**src/core/smms_consts.svh**
```systemverilog
// Purpose: constants of the management mode select front end
// Assumes: 40 MHz system clock
// Notes: definitions only
`ifndef SMMS_CONSTS_SVH
`define SMMS_CONSTS_SVH
`define SMMS_CLK_NS 25
`define SMMS_MDC_HALF_NS 200
`define SMMS_MDC_HALF_CYC ((`SMMS_MDC_HALF_NS + `SMMS_CLK_NS - 1) / `SMMS_CLK_NS)
`define SMMS_PRE_BITS 6'h20
`define SMMS_FRAME_LAST 5'h1F
`define SMMS_HDR_LAST 5'h0D
`define SMMS_TA_FIRST 5'h0E
`define SMMS_TA_LAST 5'h0F
`define SMMS_MM_LAST 7'h3F
`define SMMS_MM_TA 7'h2E
`define SMMS_MM_DATA 7'h30
`define SMMS_ROLE_MAC 1'h0
`define SMMS_MG_UNMAN 2'h0
`define SMMS_MG_EXT 2'h1
`define SMMS_MG_I2C 2'h2
`define SMMS_MG_SPI 2'h3
`define SMMS_OP_WR 2'h1
`define SMMS_OP_RD 2'h2
`define SMMS_STEP_FIX 2'h0
`define SMMS_STEP_INC 2'h1
`define SMMS_STEP_DEC 2'h2
`define SMMS_TGT_PHY 2'h0
`define SMMS_TGT_EXT 2'h1
`define SMMS_TGT_VPHY 2'h2
`define SMMS_STRAP_WAIT 2'h2
`define SMMS_LD_BASE_WORDS 16'h0010
`define SMMS_PREAMBLE 32'hFFFFFFFF
`define SMMS_SYNC_IDLE 10'h380
`define SMMS_FRM_MIN 11'h3F1
`define SMMS_FRM_MAX 11'h3F8
`endif

```
**src/core/smms_pkg.sv**
```systemverilog
// Purpose: types of the management mode select front end
// Assumes: nothing
// Notes: state enums only
package smms_pkg;
    typedef enum logic [1:0] {LD_IDLE, LD_REQ, LD_WAIT} smms_ld_e;
    typedef enum logic [1:0] {MM_IDLE, MM_FRAME, MM_INT} smms_mm_e;
endpackage

```
**src/core/smms_top.sv**
```systemverilog
// Purpose: strap-driven mode select, management slaves and master, eeprom loader
// Assumes: all pins and the mdc link clock are sampled by mclk
// Notes: i2c and spi frame engines sit outside; this block decodes their control
`include "smms_consts.svh"
module smms_top (
    // clock and reset
    input wire logic mclk,
    input wire logic resetn,
    // straps
    input wire logic macStrap,
    input wire logic [1:0] mngtStrap,
    input wire logic eepTypeStrap,
    input wire logic [1:0] eepSizeStrap,
    // mode results
    output logic macMode,
    output logic [1:0] mgmtMode,
    output logic eepI2cSel,
    output logic [1:0] eepSize,
    output logic spiEnable,
    output logic i2cEnable,
    output logic mdioMasterEn,
    // mdio pins
    input wire logic mdcIn,
    output logic mdcOut,
    output logic mdcOe,
    input wire logic mdioIn,
    output logic mdioOut,
    output logic mdioOe,
    // mdio slave register access
    output logic slvRdReq,
    output logic slvWrReq,
    output logic [1:0] slvTgt,
    output logic [4:0] slvPhyAddr,
    output logic [4:0] slvRegAddr,
    output logic [15:0] slvWrData,
    input wire logic [15:0] slvRdData,
    // phy management engine commands
    input wire logic pmStart,
    input wire logic pmWrite,
    input wire logic pmExt,
    input wire logic [4:0] pmPhyAddr,
    input wire logic [4:0] pmRegAddr,
    input wire logic [15:0] pmWrData,
    output logic pmBusy,
    output logic pmDone,
    output logic pmErr,
    output logic [15:0] pmRdData,
    output logic pmIntReq,
    input wire logic pmIntAck,
    input wire logic [15:0] pmIntRdData,
    // spi burst addressing
    input wire logic spiBurstStart,
    input wire logic [15:0] spiStartAddr,
    input wire logic [1:0] spiStep,
    input wire logic spiWordDone,
    output logic [15:0] spiRegAddr,
    // i2c pins
    input wire logic sclIn,
    input wire logic sdaIn,
    output logic sdaOut,
    output logic sdaOe,
    output logic i2cStart,
    output logic i2cStop,
    output logic i2cByteValid,
    output logic [7:0] i2cByte,
    // loader triggers and config writes
    input wire logic digitalRst,
    input wire logic reloadCmd,
    output logic loadBusy,
    output logic loadDone,
    output logic cfgWr,
    output logic [15:0] cfgAddr,
    output logic [7:0] cfgData,
    // eeprom controller port
    output logic eepReq,
    output logic eepWrite,
    output logic [15:0] eepAddr,
    output logic [7:0] eepWrData,
    input wire logic eepAck,
    input wire logic [7:0] eepRdData,
    // cpu eeprom access
    input wire logic cpuEepReq,
    input wire logic cpuEepWrite,
    input wire logic [15:0] cpuEepAddr,
    input wire logic [7:0] cpuEepWrData,
    output logic cpuEepGrant,
    output logic cpuEepAck
);
    ////////////////////////////////////////////////////////////////////////////
    // synchronisers and straps
    logic [9:0] syncA, syncB;
    logic mdcD, sclD, sdaD, strapDone;
    logic [1:0] strapCnt;
    wire logic [9:0] asyncIn = {sdaIn, sclIn, mdioIn, mdcIn, mngtStrap, eepSizeStrap,
        eepTypeStrap, macStrap};
    wire logic mdcS = syncB[6];
    wire logic mdioS = syncB[7];
    wire logic sclS = syncB[8];
    wire logic sdaS = syncB[9];
    always_ff @(posedge mclk or negedge resetn) begin
        if (!resetn) begin
            syncA <= `SMMS_SYNC_IDLE;
            syncB <= `SMMS_SYNC_IDLE;
            {mdcD, sclD, sdaD} <= 3'h3;
        end else begin
            syncA <= asyncIn;
            syncB <= syncA;
            {mdcD, sclD, sdaD} <= {mdcS, sclS, sdaS};
        end
    end
    always_ff @(posedge mclk or negedge resetn) begin
        if (!resetn) begin
            strapCnt <= 2'h0;
            strapDone <= 1'b0;
            macMode <= 1'b0;
            mgmtMode <= 2'h0;
            eepI2cSel <= 1'b0;
            eepSize <= 2'h0;
        end else if (!strapDone) begin
            strapCnt <= strapCnt + 2'h1;
            if (strapCnt == `SMMS_STRAP_WAIT) begin
                strapDone <= 1'b1;
                macMode <= (syncB[0] == `SMMS_ROLE_MAC);
                eepI2cSel <= syncB[1];
                eepSize <= syncB[3:2];
                mgmtMode <= syncB[5:4];
            end
        end
    end
    wire logic extMode = (mgmtMode == `SMMS_MG_EXT);
    wire logic managed = (mgmtMode != `SMMS_MG_UNMAN);
    assign spiEnable = strapDone && (mgmtMode == `SMMS_MG_SPI);
    assign i2cEnable = strapDone && (mgmtMode == `SMMS_MG_I2C);
    assign mdioMasterEn = strapDone && macMode && mgmtMode[1];
    ////////////////////////////////////////////////////////////////////////////
    // mdio slave
    logic [5:0] preCnt;
    logic inFrame, slvDrive, slvOut, slvHit, slvRd;
    logic [4:0] bitCnt;
    logic [15:0] slvSh;
    wire logic mdcRise = mdcS && !mdcD;
    wire logic [12:0] hdrNow = {slvSh[11:0], mdioS};
    wire logic hdrExt = extMode && hdrNow[9];
    wire logic hdrVphy = !macMode && !extMode;
    wire logic [1:0] hdrTgt = hdrVphy ? `SMMS_TGT_VPHY : (hdrExt ? `SMMS_TGT_EXT :
        `SMMS_TGT_PHY);
    wire logic hdrOk = hdrNow[12] && (hdrNow[11:10] == `SMMS_OP_RD ||
        hdrNow[11:10] == `SMMS_OP_WR);
    always_ff @(posedge mclk or negedge resetn) begin
        if (!resetn) begin
            preCnt <= 6'h00;
            {inFrame, slvDrive, slvOut, slvHit, slvRd, slvRdReq, slvWrReq} <= 7'h00;
            bitCnt <= 5'h00;
            slvSh <= 16'h0000;
            slvTgt <= 2'h0;
            {slvPhyAddr, slvRegAddr} <= 10'h000;
            slvWrData <= 16'h0000;
        end else begin
            slvRdReq <= 1'b0;
            slvWrReq <= 1'b0;
            if (mdcRise && !mdioMasterEn && strapDone) begin
                if (!inFrame) begin
                    if (mdioS) begin
                        preCnt <= (preCnt == `SMMS_PRE_BITS) ? preCnt : preCnt + 6'h01;
                    end else begin
                        inFrame <= (preCnt == `SMMS_PRE_BITS);
                        bitCnt <= 5'h00;
                        preCnt <= 6'h00;
                    end
                end else begin
                    bitCnt <= bitCnt + 5'h01;
                    slvSh <= {slvSh[14:0], mdioS};
                    if (bitCnt + 5'h01 == `SMMS_HDR_LAST) begin
                        inFrame <= hdrOk;
                        slvHit <= hdrOk;
                        slvRd <= (hdrNow[11:10] == `SMMS_OP_RD);
                        slvPhyAddr <= hdrNow[9:5];
                        slvRegAddr <= hdrNow[4:0];
                        slvTgt <= hdrTgt;
                        slvRdReq <= hdrOk && (hdrNow[11:10] == `SMMS_OP_RD);
                    end else if (bitCnt + 5'h01 == `SMMS_TA_FIRST && slvHit && slvRd) begin
                        slvDrive <= 1'b1;
                        slvOut <= 1'b0;
                    end else if (bitCnt + 5'h01 == `SMMS_TA_LAST && slvDrive) begin
                        slvSh <= {slvRdData[14:0], 1'b0};
                        slvOut <= slvRdData[15];
                    end else if (bitCnt + 5'h01 == `SMMS_FRAME_LAST) begin
                        inFrame <= 1'b0;
                        slvDrive <= 1'b0;
                        slvHit <= 1'b0;
                        slvWrReq <= slvHit && !slvRd;
                        slvWrData <= {slvSh[14:0], mdioS};
                    end else if (slvDrive) begin
                        slvOut <= slvSh[15];
                    end
                end
            end
        end
    end
    ////////////////////////////////////////////////////////////////////////////
    // phy management engine: internal forward or clause 22 master frame
    smms_pkg::smms_mm_e mmState;
    logic [63:0] mmSh;
    logic [6:0] mmCnt;
    logic [3:0] divCnt;
    logic mmWr;
    wire logic divTick = (divCnt == 4'(`SMMS_MDC_HALF_CYC - 1));
    wire logic extOk = macMode && mdioMasterEn;
    always_ff @(posedge mclk or negedge resetn) begin
        if (!resetn) begin
            mmState <= smms_pkg::MM_IDLE;
            mmSh <= 64'h0;
            mmCnt <= 7'h00;
            divCnt <= 4'h0;
            {mdcOut, mmWr, pmDone, pmErr, pmIntReq} <= 5'h00;
            pmRdData <= 16'h0000;
        end else begin
            pmDone <= 1'b0;
            pmErr <= 1'b0;
            pmIntReq <= 1'b0;
            divCnt <= divTick ? 4'h0 : divCnt + 4'h1;
            case (mmState)
                smms_pkg::MM_IDLE: begin
                    mdcOut <= 1'b0;
                    if (pmStart && pmExt && !extOk) begin
                        pmErr <= 1'b1;
                    end else if (pmStart && pmExt) begin
                        mmState <= smms_pkg::MM_FRAME;
                        mmWr <= pmWrite;
                        mmCnt <= 7'h00;
                        mmSh <= {`SMMS_PREAMBLE, 2'b01, pmWrite ? `SMMS_OP_WR : `SMMS_OP_RD,
                            pmPhyAddr, pmRegAddr, 2'b10, pmWrData};
                    end else if (pmStart) begin
                        mmState <= smms_pkg::MM_INT;
                        pmIntReq <= 1'b1;
                    end
                end
                smms_pkg::MM_FRAME: begin
                    if (divTick) begin
                        mdcOut <= !mdcOut;
                        if (mdcOut) begin
                            mmSh <= {mmSh[62:0], 1'b0};
                            mmCnt <= mmCnt + 7'h01;
                        end else if (mmCnt >= `SMMS_MM_DATA) begin
                            pmRdData <= {pmRdData[14:0], mdioS};
                        end
                        if (!mdcOut && mmCnt == `SMMS_MM_LAST) begin
                            mmState <= smms_pkg::MM_IDLE;
                            pmDone <= 1'b1;
                        end
                    end
                end
                smms_pkg::MM_INT: begin
                    if (pmIntAck) begin
                        pmRdData <= pmIntRdData;
                        pmDone <= 1'b1;
                        mmState <= smms_pkg::MM_IDLE;
                    end
                end
                default: mmState <= smms_pkg::MM_IDLE;
            endcase
        end
    end
    assign pmBusy = (mmState != smms_pkg::MM_IDLE);
    wire logic mmDrive = (mmState == smms_pkg::MM_FRAME) && (mmWr || mmCnt < `SMMS_MM_TA);
    assign mdcOe = mdioMasterEn;
    assign mdioOut = mdioMasterEn ? mmSh[63] : slvOut;
    assign mdioOe = mdioMasterEn ? mmDrive : slvDrive;
    ////////////////////////////////////////////////////////////////////////////
    // spi burst address stepping
    function automatic logic [15:0] stepAddr(input logic [15:0] a, input logic [1:0] s);
        stepAddr = (s == `SMMS_STEP_INC) ? a + 16'h0001 :
            ((s == `SMMS_STEP_DEC) ? a - 16'h0001 : a);
    endfunction
    logic [1:0] spiMode;
    always_ff @(posedge mclk or negedge resetn) begin
        if (!resetn) begin
            spiRegAddr <= 16'h0000;
            spiMode <= `SMMS_STEP_FIX;
        end else if (spiEnable && spiBurstStart) begin
            spiRegAddr <= spiStartAddr;
            spiMode <= spiStep;
        end else if (spiEnable && spiWordDone) begin
            spiRegAddr <= stepAddr(spiRegAddr, spiMode);
        end
    end
    ////////////////////////////////////////////////////////////////////////////
    // i2c slave bit level
    logic [3:0] i2cBit;
    logic [7:0] i2cSh;
    wire logic sclRise = sclS && !sclD;
    wire logic sclFall = !sclS && sclD;
    wire logic sdaFall = !sdaS && sdaD && sclS;
    wire logic sdaRise = sdaS && !sdaD && sclS;
    always_ff @(posedge mclk or negedge resetn) begin
        if (!resetn) begin
            {i2cStart, i2cStop, i2cByteValid, sdaOe} <= 4'h0;
            i2cBit <= 4'h0;
            i2cSh <= 8'h00;
            i2cByte <= 8'h00;
        end else begin
            i2cStart <= i2cEnable && sdaFall;
            i2cStop <= i2cEnable && sdaRise;
            i2cByteValid <= 1'b0;
            if (!i2cEnable || sdaFall || sdaRise) begin
                i2cBit <= 4'h0;
                sdaOe <= 1'b0;
            end else if (sclRise && i2cBit < 4'h8) begin
                i2cSh <= {i2cSh[6:0], sdaS};
                i2cBit <= i2cBit + 4'h1;
            end else if (sclFall && i2cBit == 4'h8) begin
                sdaOe <= 1'b1;
                i2cByte <= i2cSh;
                i2cByteValid <= 1'b1;
                i2cBit <= 4'h9;
            end else if (sclFall && i2cBit == 4'h9) begin
                sdaOe <= 1'b0;
                i2cBit <= 4'h0;
            end
        end
    end
    assign sdaOut = 1'b0;
    ////////////////////////////////////////////////////////////////////////////
    // eeprom loader and controller port arbitration
    smms_pkg::smms_ld_e ldState;
    logic ldPend, ownCpu;
    logic [15:0] ldIdx;
    wire logic [15:0] ldLen = `SMMS_LD_BASE_WORDS << eepSize;
    assign loadBusy = ldPend || (ldState != smms_pkg::LD_IDLE);
    assign cpuEepGrant = loadDone && managed && !loadBusy;
    assign cpuEepAck = eepAck && ownCpu;
    always_ff @(posedge mclk or negedge resetn) begin
        if (!resetn) begin
            ldState <= smms_pkg::LD_IDLE;
            ldPend <= 1'b1;
            {loadDone, ownCpu, cfgWr, eepReq, eepWrite} <= 5'h00;
            ldIdx <= 16'h0000;
            {cfgAddr, eepAddr} <= 32'h0;
            {cfgData, eepWrData} <= 16'h0000;
        end else begin
            cfgWr <= 1'b0;
            if (digitalRst || reloadCmd) begin
                ldPend <= 1'b1;
            end
            case (ldState)
                smms_pkg::LD_IDLE: begin
                    if (ldPend && strapDone && !eepReq) begin
                        ldPend <= digitalRst || reloadCmd;
                        loadDone <= 1'b0;
                        ldIdx <= 16'h0000;
                        ldState <= smms_pkg::LD_REQ;
                    end else if (cpuEepGrant && cpuEepReq && !eepReq) begin
                        eepReq <= 1'b1;
                        ownCpu <= 1'b1;
                        eepWrite <= cpuEepWrite;
                        eepAddr <= cpuEepAddr;
                        eepWrData <= cpuEepWrData;
                    end else if (eepAck) begin
                        eepReq <= 1'b0;
                        ownCpu <= 1'b0;
                    end
                end
                smms_pkg::LD_REQ: begin
                    eepReq <= 1'b1;
                    eepWrite <= 1'b0;
                    eepAddr <= ldIdx;
                    ldState <= smms_pkg::LD_WAIT;
                end
                smms_pkg::LD_WAIT: begin
                    if (eepAck) begin
                        eepReq <= 1'b0;
                        cfgWr <= 1'b1;
                        cfgAddr <= ldIdx;
                        cfgData <= eepRdData;
                        ldIdx <= ldIdx + 16'h0001;
                        if (ldIdx + 16'h0001 == ldLen) begin
                            ldState <= smms_pkg::LD_IDLE;
                            loadDone <= 1'b1;
                        end else begin
                            ldState <= smms_pkg::LD_REQ;
                        end
                    end
                end
                default: ldState <= smms_pkg::LD_IDLE;
            endcase
        end
    end
    ////////////////////////////////////////////////////////////////////////////
    // assertions
    property p_ext_refused;
        @(posedge mclk) disable iff (!resetn)
        (mmState == smms_pkg::MM_IDLE && pmStart && pmExt && !macMode) |=> pmErr && !pmBusy;
    endproperty
    a_ext_refused: assert property (p_ext_refused) else $error("ext phy in phy mode");
    logic [10:0] frmCyc;
    always_ff @(posedge mclk or negedge resetn) begin
        if (!resetn) begin
            frmCyc <= 11'h000;
        end else begin
            frmCyc <= (mmState == smms_pkg::MM_FRAME) ? frmCyc + 11'h001 : 11'h000;
        end
    end
    property p_frame_len;
        @(posedge mclk) disable iff (!resetn)
        $fell(mmState == smms_pkg::MM_FRAME) |-> pmDone && frmCyc >= `SMMS_FRM_MIN &&
            frmCyc <= `SMMS_FRM_MAX;
    endproperty
    a_frame_len: assert property (p_frame_len) else $error("master frame length wrong");
    property p_ext_upper;
        @(posedge mclk) disable iff (!resetn)
        (slvRdReq || slvWrReq) && slvTgt == `SMMS_TGT_EXT |-> slvPhyAddr[4] && extMode;
    endproperty
    a_ext_upper: assert property (p_ext_upper) else $error("extended at low addr");
    property p_vphy_only;
        @(posedge mclk) disable iff (!resetn)
        (slvRdReq || slvWrReq) && !macMode && !extMode |-> slvTgt == `SMMS_TGT_VPHY;
    endproperty
    a_vphy_only: assert property (p_vphy_only) else $error("vphy not selected");
    property p_strap_hold;
        @(posedge mclk) disable iff (!resetn)
        strapDone |=> $stable(macMode) && $stable(mgmtMode) && $stable(eepSize);
    endproperty
    a_strap_hold: assert property (p_strap_hold) else $error("strap changed");
    property p_reload;
        @(posedge mclk) disable iff (!resetn)
        reloadCmd |=> ##[0:3] loadBusy;
    endproperty
    a_reload: assert property (p_reload) else $error("reload ignored");
    property p_cpu_after_load;
        @(posedge mclk) disable iff (!resetn)
        cpuEepGrant |-> loadDone && managed && ldState == smms_pkg::LD_IDLE;
    endproperty
    a_cpu_after_load: assert property (p_cpu_after_load) else $error("early cpu");
    property p_spi_inc;
        @(posedge mclk) disable iff (!resetn)
        spiEnable && !spiBurstStart && spiWordDone && spiMode == `SMMS_STEP_INC
        |=> spiRegAddr == $past(spiRegAddr) + 16'h0001;
    endproperty
    a_spi_inc: assert property (p_spi_inc) else $error("spi address not stepped");
    property p_master_mode;
        @(posedge mclk) disable iff (!resetn)
        mdcOut || mmState == smms_pkg::MM_FRAME |-> macMode && mgmtMode[1];
    endproperty
    a_master_mode: assert property (p_master_mode) else $error("master out of mode");
    property p_i2c_start;
        @(posedge mclk) disable iff (!resetn)
        i2cEnable && sdaFall |=> i2cStart;
    endproperty
    a_i2c_start: assert property (p_i2c_start) else $error("start missed");
    c_load: cover property (@(posedge mclk) disable iff (!resetn) $rose(loadDone));
    c_slv_ext: cover property (@(posedge mclk) disable iff (!resetn)
        slvWrReq && slvTgt == `SMMS_TGT_EXT);
    c_master: cover property (@(posedge mclk) disable iff (!resetn)
        pmDone && mdioMasterEn);
endmodule

```
**config.mk**
```make
export PLATFORM = sky130hd
export DESIGN_NAME = smms_top
export DESIGN_NICKNAME = d
export VERILOG_FILES = /design/src/core/smms_pkg.sv /design/src/core/smms_top.sv
export VERILOG_INCLUDE_DIRS = /design/src /design/src/core
export SDC_FILE = /design/constraint.sdc
export NUM_CORES = 1
export LEC_CHECK = 0
export BUFFER_PORTS_ARGS = -buffer_cell sky130_fd_sc_hd__buf_2
export CORE_MARGIN = 2
export CORE_UTILIZATION = 40
export DETAILED_ROUTE_END_ITERATION = 8
export PLACE_DENSITY = 0.73
export SLEW_MARGIN = 10
export SYNTH_ARGS = -nofsm -noshare
export SYNTH_HDL_FRONTEND = slang
export SYNTH_SLANG_ARGS = --single-unit
```
**constraint.sdc**
```tcl
create_clock -name mclk -period 2.45 [get_ports mclk]
set_input_delay 0.1225 -clock mclk [delete_from_list [all_inputs] [get_ports mclk]]
set_output_delay 0.1225 -clock mclk [all_outputs]
set_load 0.1 [all_outputs]
```
==> metrics.md, run 1 <==
| Metric | Value |
|---|---|
| Avg Synthesized Cell Area | `10.4 µm²` |
| Post-synth cell types | `76` |
| Largest net degree at the start of global routing | `72` |
| Area of the core | `35300 µm²` |
| GP Congestion | `~0.9` |
| Via Count | `roughly 12000` |
| Die width | `approximately 190 µm` |
| Primary FF master, synth | `dfrtp_1` |
| FMAX | `403 MHz` |
| Residual DRC count | `0` |
| Initial antenna violation count | `1` |
| CP Capture Type | `flop` |
| Final WL | `36300 µm` |
| Outcome | `complete, but fails checks` |
| Critical path launch point type | `flop` |
| Hold endpoint | `ownCpu` |
| Clock Latency Late Sink | `between 500 and 600 ps` |
| Hold path start | `cpuEepReq` |
| Leakage power | `between 9 and 10 nW` |
| Worst setup margin | `-30.0 ps` |
| Place WS | `roughly 28 ps` |
| Reg2reg end | `spiRegAddr[13]` |
| Clk sink count | `approximately 310` |
| Io pins | `278` |
| Vias in the first global route | `11634` |
| Hold Path Depth | `3` |
| Total gr overflow | `0` |
| Rows | `69` |
| Total GRT Usage | `around a fifth` |
| First-pass GRT wire length | `57400 µm` |
| Max stage delay on crit path | `390 ps` |
| Fraction of layout cells with a size suffix above 1 | `~28%` |
| Final instance area | `19100 µm²` |
| PwrDens | `~1200 nW/µm²` |
| Number of max-cap violations | `0` |
| Syn Nets | `between 1500 and 2000` |
| Pins Over Slew Limit | `0` |
| Number of routed nets with antenna violations | `0` |
| CP max stage cell | `dfrtp_1` |
| Synthesized area | `approximately 14000 µm²` |
| Seq/Total Area, Yosys | `between 50% and 60%` |
| CTS tree | `built` |
| Clock Path Buffers | `3` |
| WS Path Type | `flop to flop` |
| Worst Skew | `about 18 ps` |
| VDD IR-drop max | `1.44 mV` |
| Required time worst endpoint | `2890 ps` |
| Hold Path Class | `input pin to flop` |
| Tmin final | `2480 ps` |
| EDFF count, synth | `0` |
| Fraction of registers with async set/reset | `between 90% and 100%` |
| Dpl cell area | `approximately 16000 µm²` |
| Ordered list of cells on the worst path | `nor2b_2 > inv_4 > buf_4 > ha_2 > a21oi_2 > o21bai_2 > o21ba_2 > a21oi_1 > xor2_1 > mux2i_1 > o21ai_1` |
| Synth warn | `0` |
| Crit share post-route | `101%` |
| CTS Root Cell | `clkbuf_16` |
| Post-synthesis cell count | `roughly 1400` |
| Die Area | `around 37000 µm²` |
| Die Y-Extent | `193 µm` |
| Failing checks | `negative setup slack` |
| Final Hold Fails | `0` |
| Final setup vio count | `1` |
| RSZ-0062 raised after global routing | `true` |
| Synthesized flop and latch total | `roughly 310` |
| Depth of the most critical reg-to-reg path | `11` |
| Port Buf Inserts | `roughly 280` |
| Worst R2R Start | `spiMode[1]` |
| Clock buffer count from CTS | `35` |
| Clock Pin Slew Worst Setup and Hold Paths | `60 ps` |
| Vias per cell | `approximately 5.1` |
| Slack of the worst reg-to-reg path | `-30 ps` |
| Worst Path Arrival | `between 2000 and 3000 ps` |
| Worst-margin pin slew | `818 ps` |
| Placed cells | `approximately 2100` |
| Drt initial violations | `about 530` |
| H-tree depth | `2` |
| Starting Density | `around 40%` |
| Total power | `approximately 0.024 W` |
| Crit-path max FO | `7` |
| Post-route insts no fill | `~2300` |
| Area delta synth->final | `34.4%` |
| Detailed Place HPWL | `23800 µm` |
| Final layout net count | `around 2000` |
| Worst slew margin | `about 45%` |
| WL/cell | `roughly 16 µm` |
| 1st-pass router iterations | `5` |
Yosys cell counts, drive strengths merged, types with 2 or more instances:
library cell | count | area (µm²)
a211oi | 8 | 65.1
a21boi | 2 | 15.0
a21o | 11 | 82.6
a21oi | 51 | 259
a22o | 4 | 35.0
a22oi | 2 | 15.0
a31o | 2 | 17.5
a31oi | 6 | 37.5
and2 | 15 | 96.4
and3 | 6 | 37.5
and3b | 2 | 17.5
and4 | 4 | 35.0
and4b | 3 | 30.0
buf | 30 | 161
clkbuf | 48 | 180
dfrtp | 297 | 7430
dfstp | 9 | 236
ha | 37 | 463
inv | 33 | 124
mux2 | 72 | 811
mux2i | 85 | 851
nand2 | 206 | 773
nand2b | 9 | 56.3
nand3 | 40 | 205
nand3b | 4 | 30.0
nand4 | 10 | 62.6
nor2 | 56 | 213
nor2b | 43 | 269
nor3 | 19 | 100
nor3b | 5 | 37.5
nor4 | 2 | 18.8
o211ai | 2 | 15.0
o21a | 4 | 30.0
o21ai | 170 | 855
o21bai | 4 | 30.0
o31ai | 10 | 75.1
o41ai | 2 | 17.5
or2 | 4 | 25.0
or3 | 3 | 18.8
or4 | 3 | 22.5
xnor2 | 9 | 86.3
xor2 | 15 | 131
stage by stage:
stage / util, % / hold WS [ps] / setup TNS (ps)
after CTS: 53.7 / 92.0 / 0
after global routing: 54.2 / 113 / -262
after global placement: 46.5 / 154 / 0
after detailed placement: 46.5 / 156 / 0
final: 54.2 / 105 / -30.0
after floorplan: - / -173 / -6940
cell families (layout without fill, tap and decap cells):
family	count (synthesis)	count (layout)	synth area share, %
AOI/OAI and AO/OA	289	289	11.6
buffers and inverters	112	561	3.30
DFF	306	306	53.9
other	1	2	0.0263
muxes	157	157	11.7
adders and majority gates	38	38	3.39
and+or+nand+nor	437	437	14.6
xor gates and xnor gates	24	24	1.53
cells in the final DEF, fill, tap and decap left out, types with 9 or more instances in the layout:
cell type,instances
a21o_1,11
a21oi_1,45
and2_1,13
buf_2,274
buf_4,53
clkbuf_16,35
dfrtp_1,285
dfrtp_2,9
dfstp_2,9
dlygate4sd3_1,128
ha_1,28
inv_1,27
mux2_1,33
mux2_2,39
mux2i_1,85
nand2_1,205
nand3_1,39
nand4_1,10
nor2_1,54
nor2b_1,41
nor3_1,17
o21ai_0,50
o21ai_1,117
o31ai_1,10
xor2_1,15
critical path, delay by kind of cell (launching register included):
family	cells	cell delay (ps)
flops	1	390
xor+xnor	1	200
simple gates	1	180
buf+inv	2	280
fa+ha+maj	1	390
mux	1	90
compound gates	5	860
registers in the layout (all words and copies together) (netlist names), 4 cells and up:
name / count
syncA: 10
mmCnt: 7
slvWrData: 16
slvPhyAddr: 5
eepWrData: 8
pmRdData: 16
preCnt: 6
eepAddr: 16
ldIdx: 16
divCnt: 4
slvSh: 16
i2cBit: 4
i2cSh: 8
i2cByte: 8
bitCnt: 5
cfgData: 8
cfgAddr: 16
spiRegAddr: 16
slvRegAddr: 5
mmSh: 64
syncB: 10
layout make-up:
cell class,instances,area (µm²)
fill,2945,16200
sequential,306,7690
multi-input combinational,946,6300
timing repair buffer,463,3180
clock buffer,47,991
tap,461,577
clock inverter,17,258
inverter,34,133
antenna,1,2.50
metal layers:
| layer | share of wire [%] | track usage [%] | up-vias |
|---|---|---|---|
| met1 | 41 | 23.2 | 5642 |
| met4 | 2.7 | 6.19 | 0 |
| met2 | 50 | 32.9 | 364 |
| li1 | - | - | 5574 |
| met5 | 0 | 0 | - |
| met3 | 6.7 | 4.67 | 82 |
worst max path at each step:
| stage | depth (start not counted) | slack [ps] | endpoint | start |
|---|---|---|---|---|
| 2_1_floorplan | 7 | -290 | eepWrData[2] | ldState[1] |
| 3_3_place_gp | 11 | 60 | spiRegAddr[12] | spiMode[1] |
| 3_5_place_dp | 11 | 30 | spiRegAddr[10] | spiMode[1] |
| 4_1_cts | 11 | 4 | spiRegAddr[12] | spiMode[1] |
| 5_1_grt | 11 | -120 | spiRegAddr[13] | spiMode[1] |
| 6_report | 11 | -30 | spiRegAddr[13] | spiMode[1] |
timing repair:
item / CTS / global route
endpoints found under the hold margin: 190 / 0
buffers inserted: 0 / 4
pin swaps: 1 / 12
hold buffers: 128 / 0
gates resized for setup: 1 / 29
setup endpoints to repair: 1 / 12
report_power, final:
| group | total [W] | leakage [nW] | switching [W] | internal (W) |
|---|---|---|---|---|
| Clock | 0.00556 | 0.614 | 0.00215 | 0.00341 |
| Combinational | 0.0109 | 4.82 | 0.00769 | 0.00317 |
| Sequential | 0.00716 | 3.80 | 0.000842 | 0.00632 |
| Total | 0.0236 | 9.24 | 0.0107 | 0.0129 |
Power figures use the tool's default switching activity.
==> inputs of run 2 (changes only) <==
--- a/config.mk
+++ b/config.mk
@@ -7,6 +7,7 @@
 export NUM_CORES = 1
 export LEC_CHECK = 0
 export BUFFER_PORTS_ARGS = -buffer_cell sky130_fd_sc_hd__buf_2
+export CORE_ASPECT_RATIO = 0.7
 export CORE_MARGIN = 2
 export CORE_UTILIZATION = 40
 export DETAILED_ROUTE_END_ITERATION = 8
@@ -15,3 +16,4 @@
 export SYNTH_ARGS = -nofsm -noshare
 export SYNTH_HDL_FRONTEND = slang
 export SYNTH_SLANG_ARGS = --single-unit
+export TNS_END_PERCENT = 5
==> metrics.md, run 2 (synthesis results as in run 1) <==
| Metric | Value |
|---|---|
| Outcome | `completed` |
| CP Capture Type | `flop` |
| CTS tree | `built` |
| Number of max-cap violations | `0 (unchanged)` |
| Leakage power | `9.09 nW (-1.6%)` |
| Final setup vio count | `0 (-1)` |
| Die Y-Extent | `162 µm (-16%)` |
| Worst slew margin | `53.6% (+8.2 points)` |
| Worst-margin pin slew | `695 ps (-123 ps)` |
| Crit-path most repeated cell | `buf_4` |
| Area of the core | `34900 µm² (-1.2%)` |
| CTS Root Cell | `clkbuf_16` |
| Required time worst endpoint | `2940 ps (+50 ps)` |
| CP max stage cell | `dfrtp_1` |
| Starting Density | `40.8% (+0.50 points)` |
| Layout fillers | `3038 (+3.2%)` |
| Dpl cell area | `16400 µm² (about the same)` |
| Depth of the most critical reg-to-reg path | `13 (+2)` |
| Fraction of layout cells with a size suffix above 1 | `26.3% (-1.7 points)` |
| Commonest non-fill, non-tap cell in the layout | `dfrtp_1` |
| GP Congestion | `0.837 (-6.6%)` |
| Pins Over Slew Limit | `0 (unchanged)` |
| Clk sink count | `306 (unchanged)` |
| Most frequent cells in the layout | `dfrtp_1, buf_2, nand2_1` |
| WL/cell | `15.9 µm (-0.37%)` |
| Final Hold Fails | `0 (unchanged)` |
| Io pins | `278 (unchanged)` |
| Clock buffer count from CTS | `31 (-11%)` |
| Port Buf Inserts | `276 (unchanged)` |
| Clock Latency Late Sink | `580 ps (+60 ps)` |
| CP endpoint | `spiRegAddr[15]` |
| Via Count | `11416 (-2.1%)` |
| Post-route insts no fill | `2270 (-0.22%)` |
| Clock Path Buffers | `3 (unchanged)` |
| FMAX | `430 MHz (+6.7%)` |
| Worst Skew | `29.1 ps (+10.8 ps)` |
| H-tree depth | `1 (-1)` |
| Hold Path Class | `input pin to flop` |
| Critical path launch point type | `flop` |
| Largest net degree at the start of global routing | `70 (-2.8%)` |
| Slack of the worst reg-to-reg path | `130 ps (+160 ps)` |
| WS Path Type | `flop to flop` |
| Most flop-heavy register | `mmSh` |
| Worst R2R Start | `spiMode[1]` |
| First-pass GRT wire length | `58700 µm (+2.1%)` |
| Crit share post-route | `94.9% (-6.3 points)` |
| Total gr overflow | `0 (unchanged)` |
| Crit-path max FO | `6 (-1)` |
| Rows | `57 (-17%)` |
| Max reg flops | `64 (unchanged)` |
| Vias per cell | `5.03 (-1.9%)` |
| Residual DRC count | `0 (unchanged)` |
| Placed cells | `2087 (+0.43%)` |
| Drt initial violations | `922 (+75%)` |
| Detailed Place HPWL | `24100 µm (+1.2%)` |
| Initial antenna violation count | `0 (-1)` |
| Die Area | `37100 µm² (about the same)` |
| Final WL | `36100 µm (-0.59%)` |
| Total GRT Usage | `19.1% (+0.12 points)` |
| Tmin final | `2320 ps (-155 ps)` |
| Number of routed nets with antenna violations | `0 (unchanged)` |
| Worst Path Arrival | `2820 ps (-100 ps)` |
| Die width | `229 µm (+19%)` |
| PwrDens | `1190 nW/µm² (-3.2%)` |
| Ordered list of cells on the worst path | `nor2b_4 > inv_4 > buf_6 > ha_2 > o21ai_1 > nand2b_1 > a31oi_1 > buf_4 > buf_4 > a211oi_2 > a2bb2oi_1 > nor2_1 > nand3_1` |
| Final instance area | `18800 µm² (-1.8%)` |
| VDD IR-drop max | `1.21 mV (-16%)` |
| Reg2reg end | `spiRegAddr[15]` |
| Vias in the first global route | `11420 (-1.8%)` |
| Worst setup startpoint | `spiMode[1]` |
| Max stage delay on crit path | `410 ps (+20 ps)` |
| RSZ-0062 raised after global routing | `true` |
| Area delta synth->final | `32.0%` |
| 1st-pass router iterations | `6 (+1)` |
| Final layout net count | `1945 (-0.51%)` |
| Clock Pin Slew Worst Setup and Hold Paths | `60 ps (about the same)` |
## run 2: cell types whose count changed in the layout (fill, tap and decap cells not counted), moves of 4 or more
cell / previous run / this run
buf_4: 53 / 46
dfrtp_2: 9 / 4
dfrtp_1: 285 / 293
clkbuf_1: 5 / 9
clkbuf_16: 35 / 31
## run 2: final cells by class
class	count	area, µm²	area share, %
clock buffers	45	878	4.67
well taps	472	591	3.14
inverters	34	130	0.693
repair buffers	457	3150	16.8
multi-input cells	946	6260	33.3
clock inverters	9	98.8	0.526
flip-flops and latches	306	7670	40.8
diodes	1	2.50	0.0133
## run 2: worst min path at each step
| stage | slack [ps] | to | start | cells past startpoint |
|---|---|---|---|---|
| 5_1_grt | 60 | spiMode[0] | spiBurstStart | 5 |
| 6_report | 50 | spiMode[1] | spiBurstStart | 5 |
| 3_3_place_gp | 130 | pmRdData[9] | resetn | 1 |
| 3_5_place_dp | 130 | pmRdData[9] | resetn | 1 |
| 4_1_cts | 20 | spiMode[0] | spiBurstStart | 5 |
| 2_1_floorplan | -170 | bitCnt[0] | resetn | 0 |
## run 2: what timing repair did
| action | in CTS | in global routing |
|---|---|---|
| hold buffers | 128 | 0 |
| pin swaps | 0 | 7 |
| setup buffers | 0 | 0 |
| hold endpoints to repair | 326 | 0 |
| setup endpoints to repair | 6 | 11 |
| resized for setup | 2 | 25 |
## run 2: per-stage QoR
step / util, % / power [W] / setup WS (ps) / hold WS [ps] / TNS [ps]
finish: 53.9 / 0.0224 / 125 / 51.5 / 0
global route: 53.9 / 0.0238 / -43.6 / 56.5 / -171
CTS: 53.5 / 0.0224 / 9.26 / 20.1 / 0
detailed placement: 47.0 / 0.0175 / -66.0 / 129 / -201
global placement: 47.0 / 0.0172 / 17.3 / 127 / 0
floorplan: - / 0.0152 / -291 / -173 / -20070
## run 2: layer usage
metal | up-vias | global-route usage (%) | routed length [µm]
met3 | 65 | 3.51 | 1810
met4 | 0 | 5.49 | 972
met1 | 5506 | 26.7 | 16700
met5 | - | 0 | 0
met2 | 294 | 30.6 | 16600
li1 | 5551 | - | -
## run 2: worst max-delay path: cells and delay by family (launching register included)
family          cells  cell delay [ps]
flops               1              410
buf+inv             4              530
simple gates        4              360
compound gates      4              630
fa+ha+maj           1              340
## run 2: power by group
part           leakage (nW)  internal, W  total [W]  switching [W]
Clock                 0.485      0.00267    0.00461        0.00193
Sequential             3.81      0.00631    0.00714       0.000829
Combinational          4.80      0.00310     0.0107        0.00759
Total                  9.09       0.0121     0.0224         0.0104
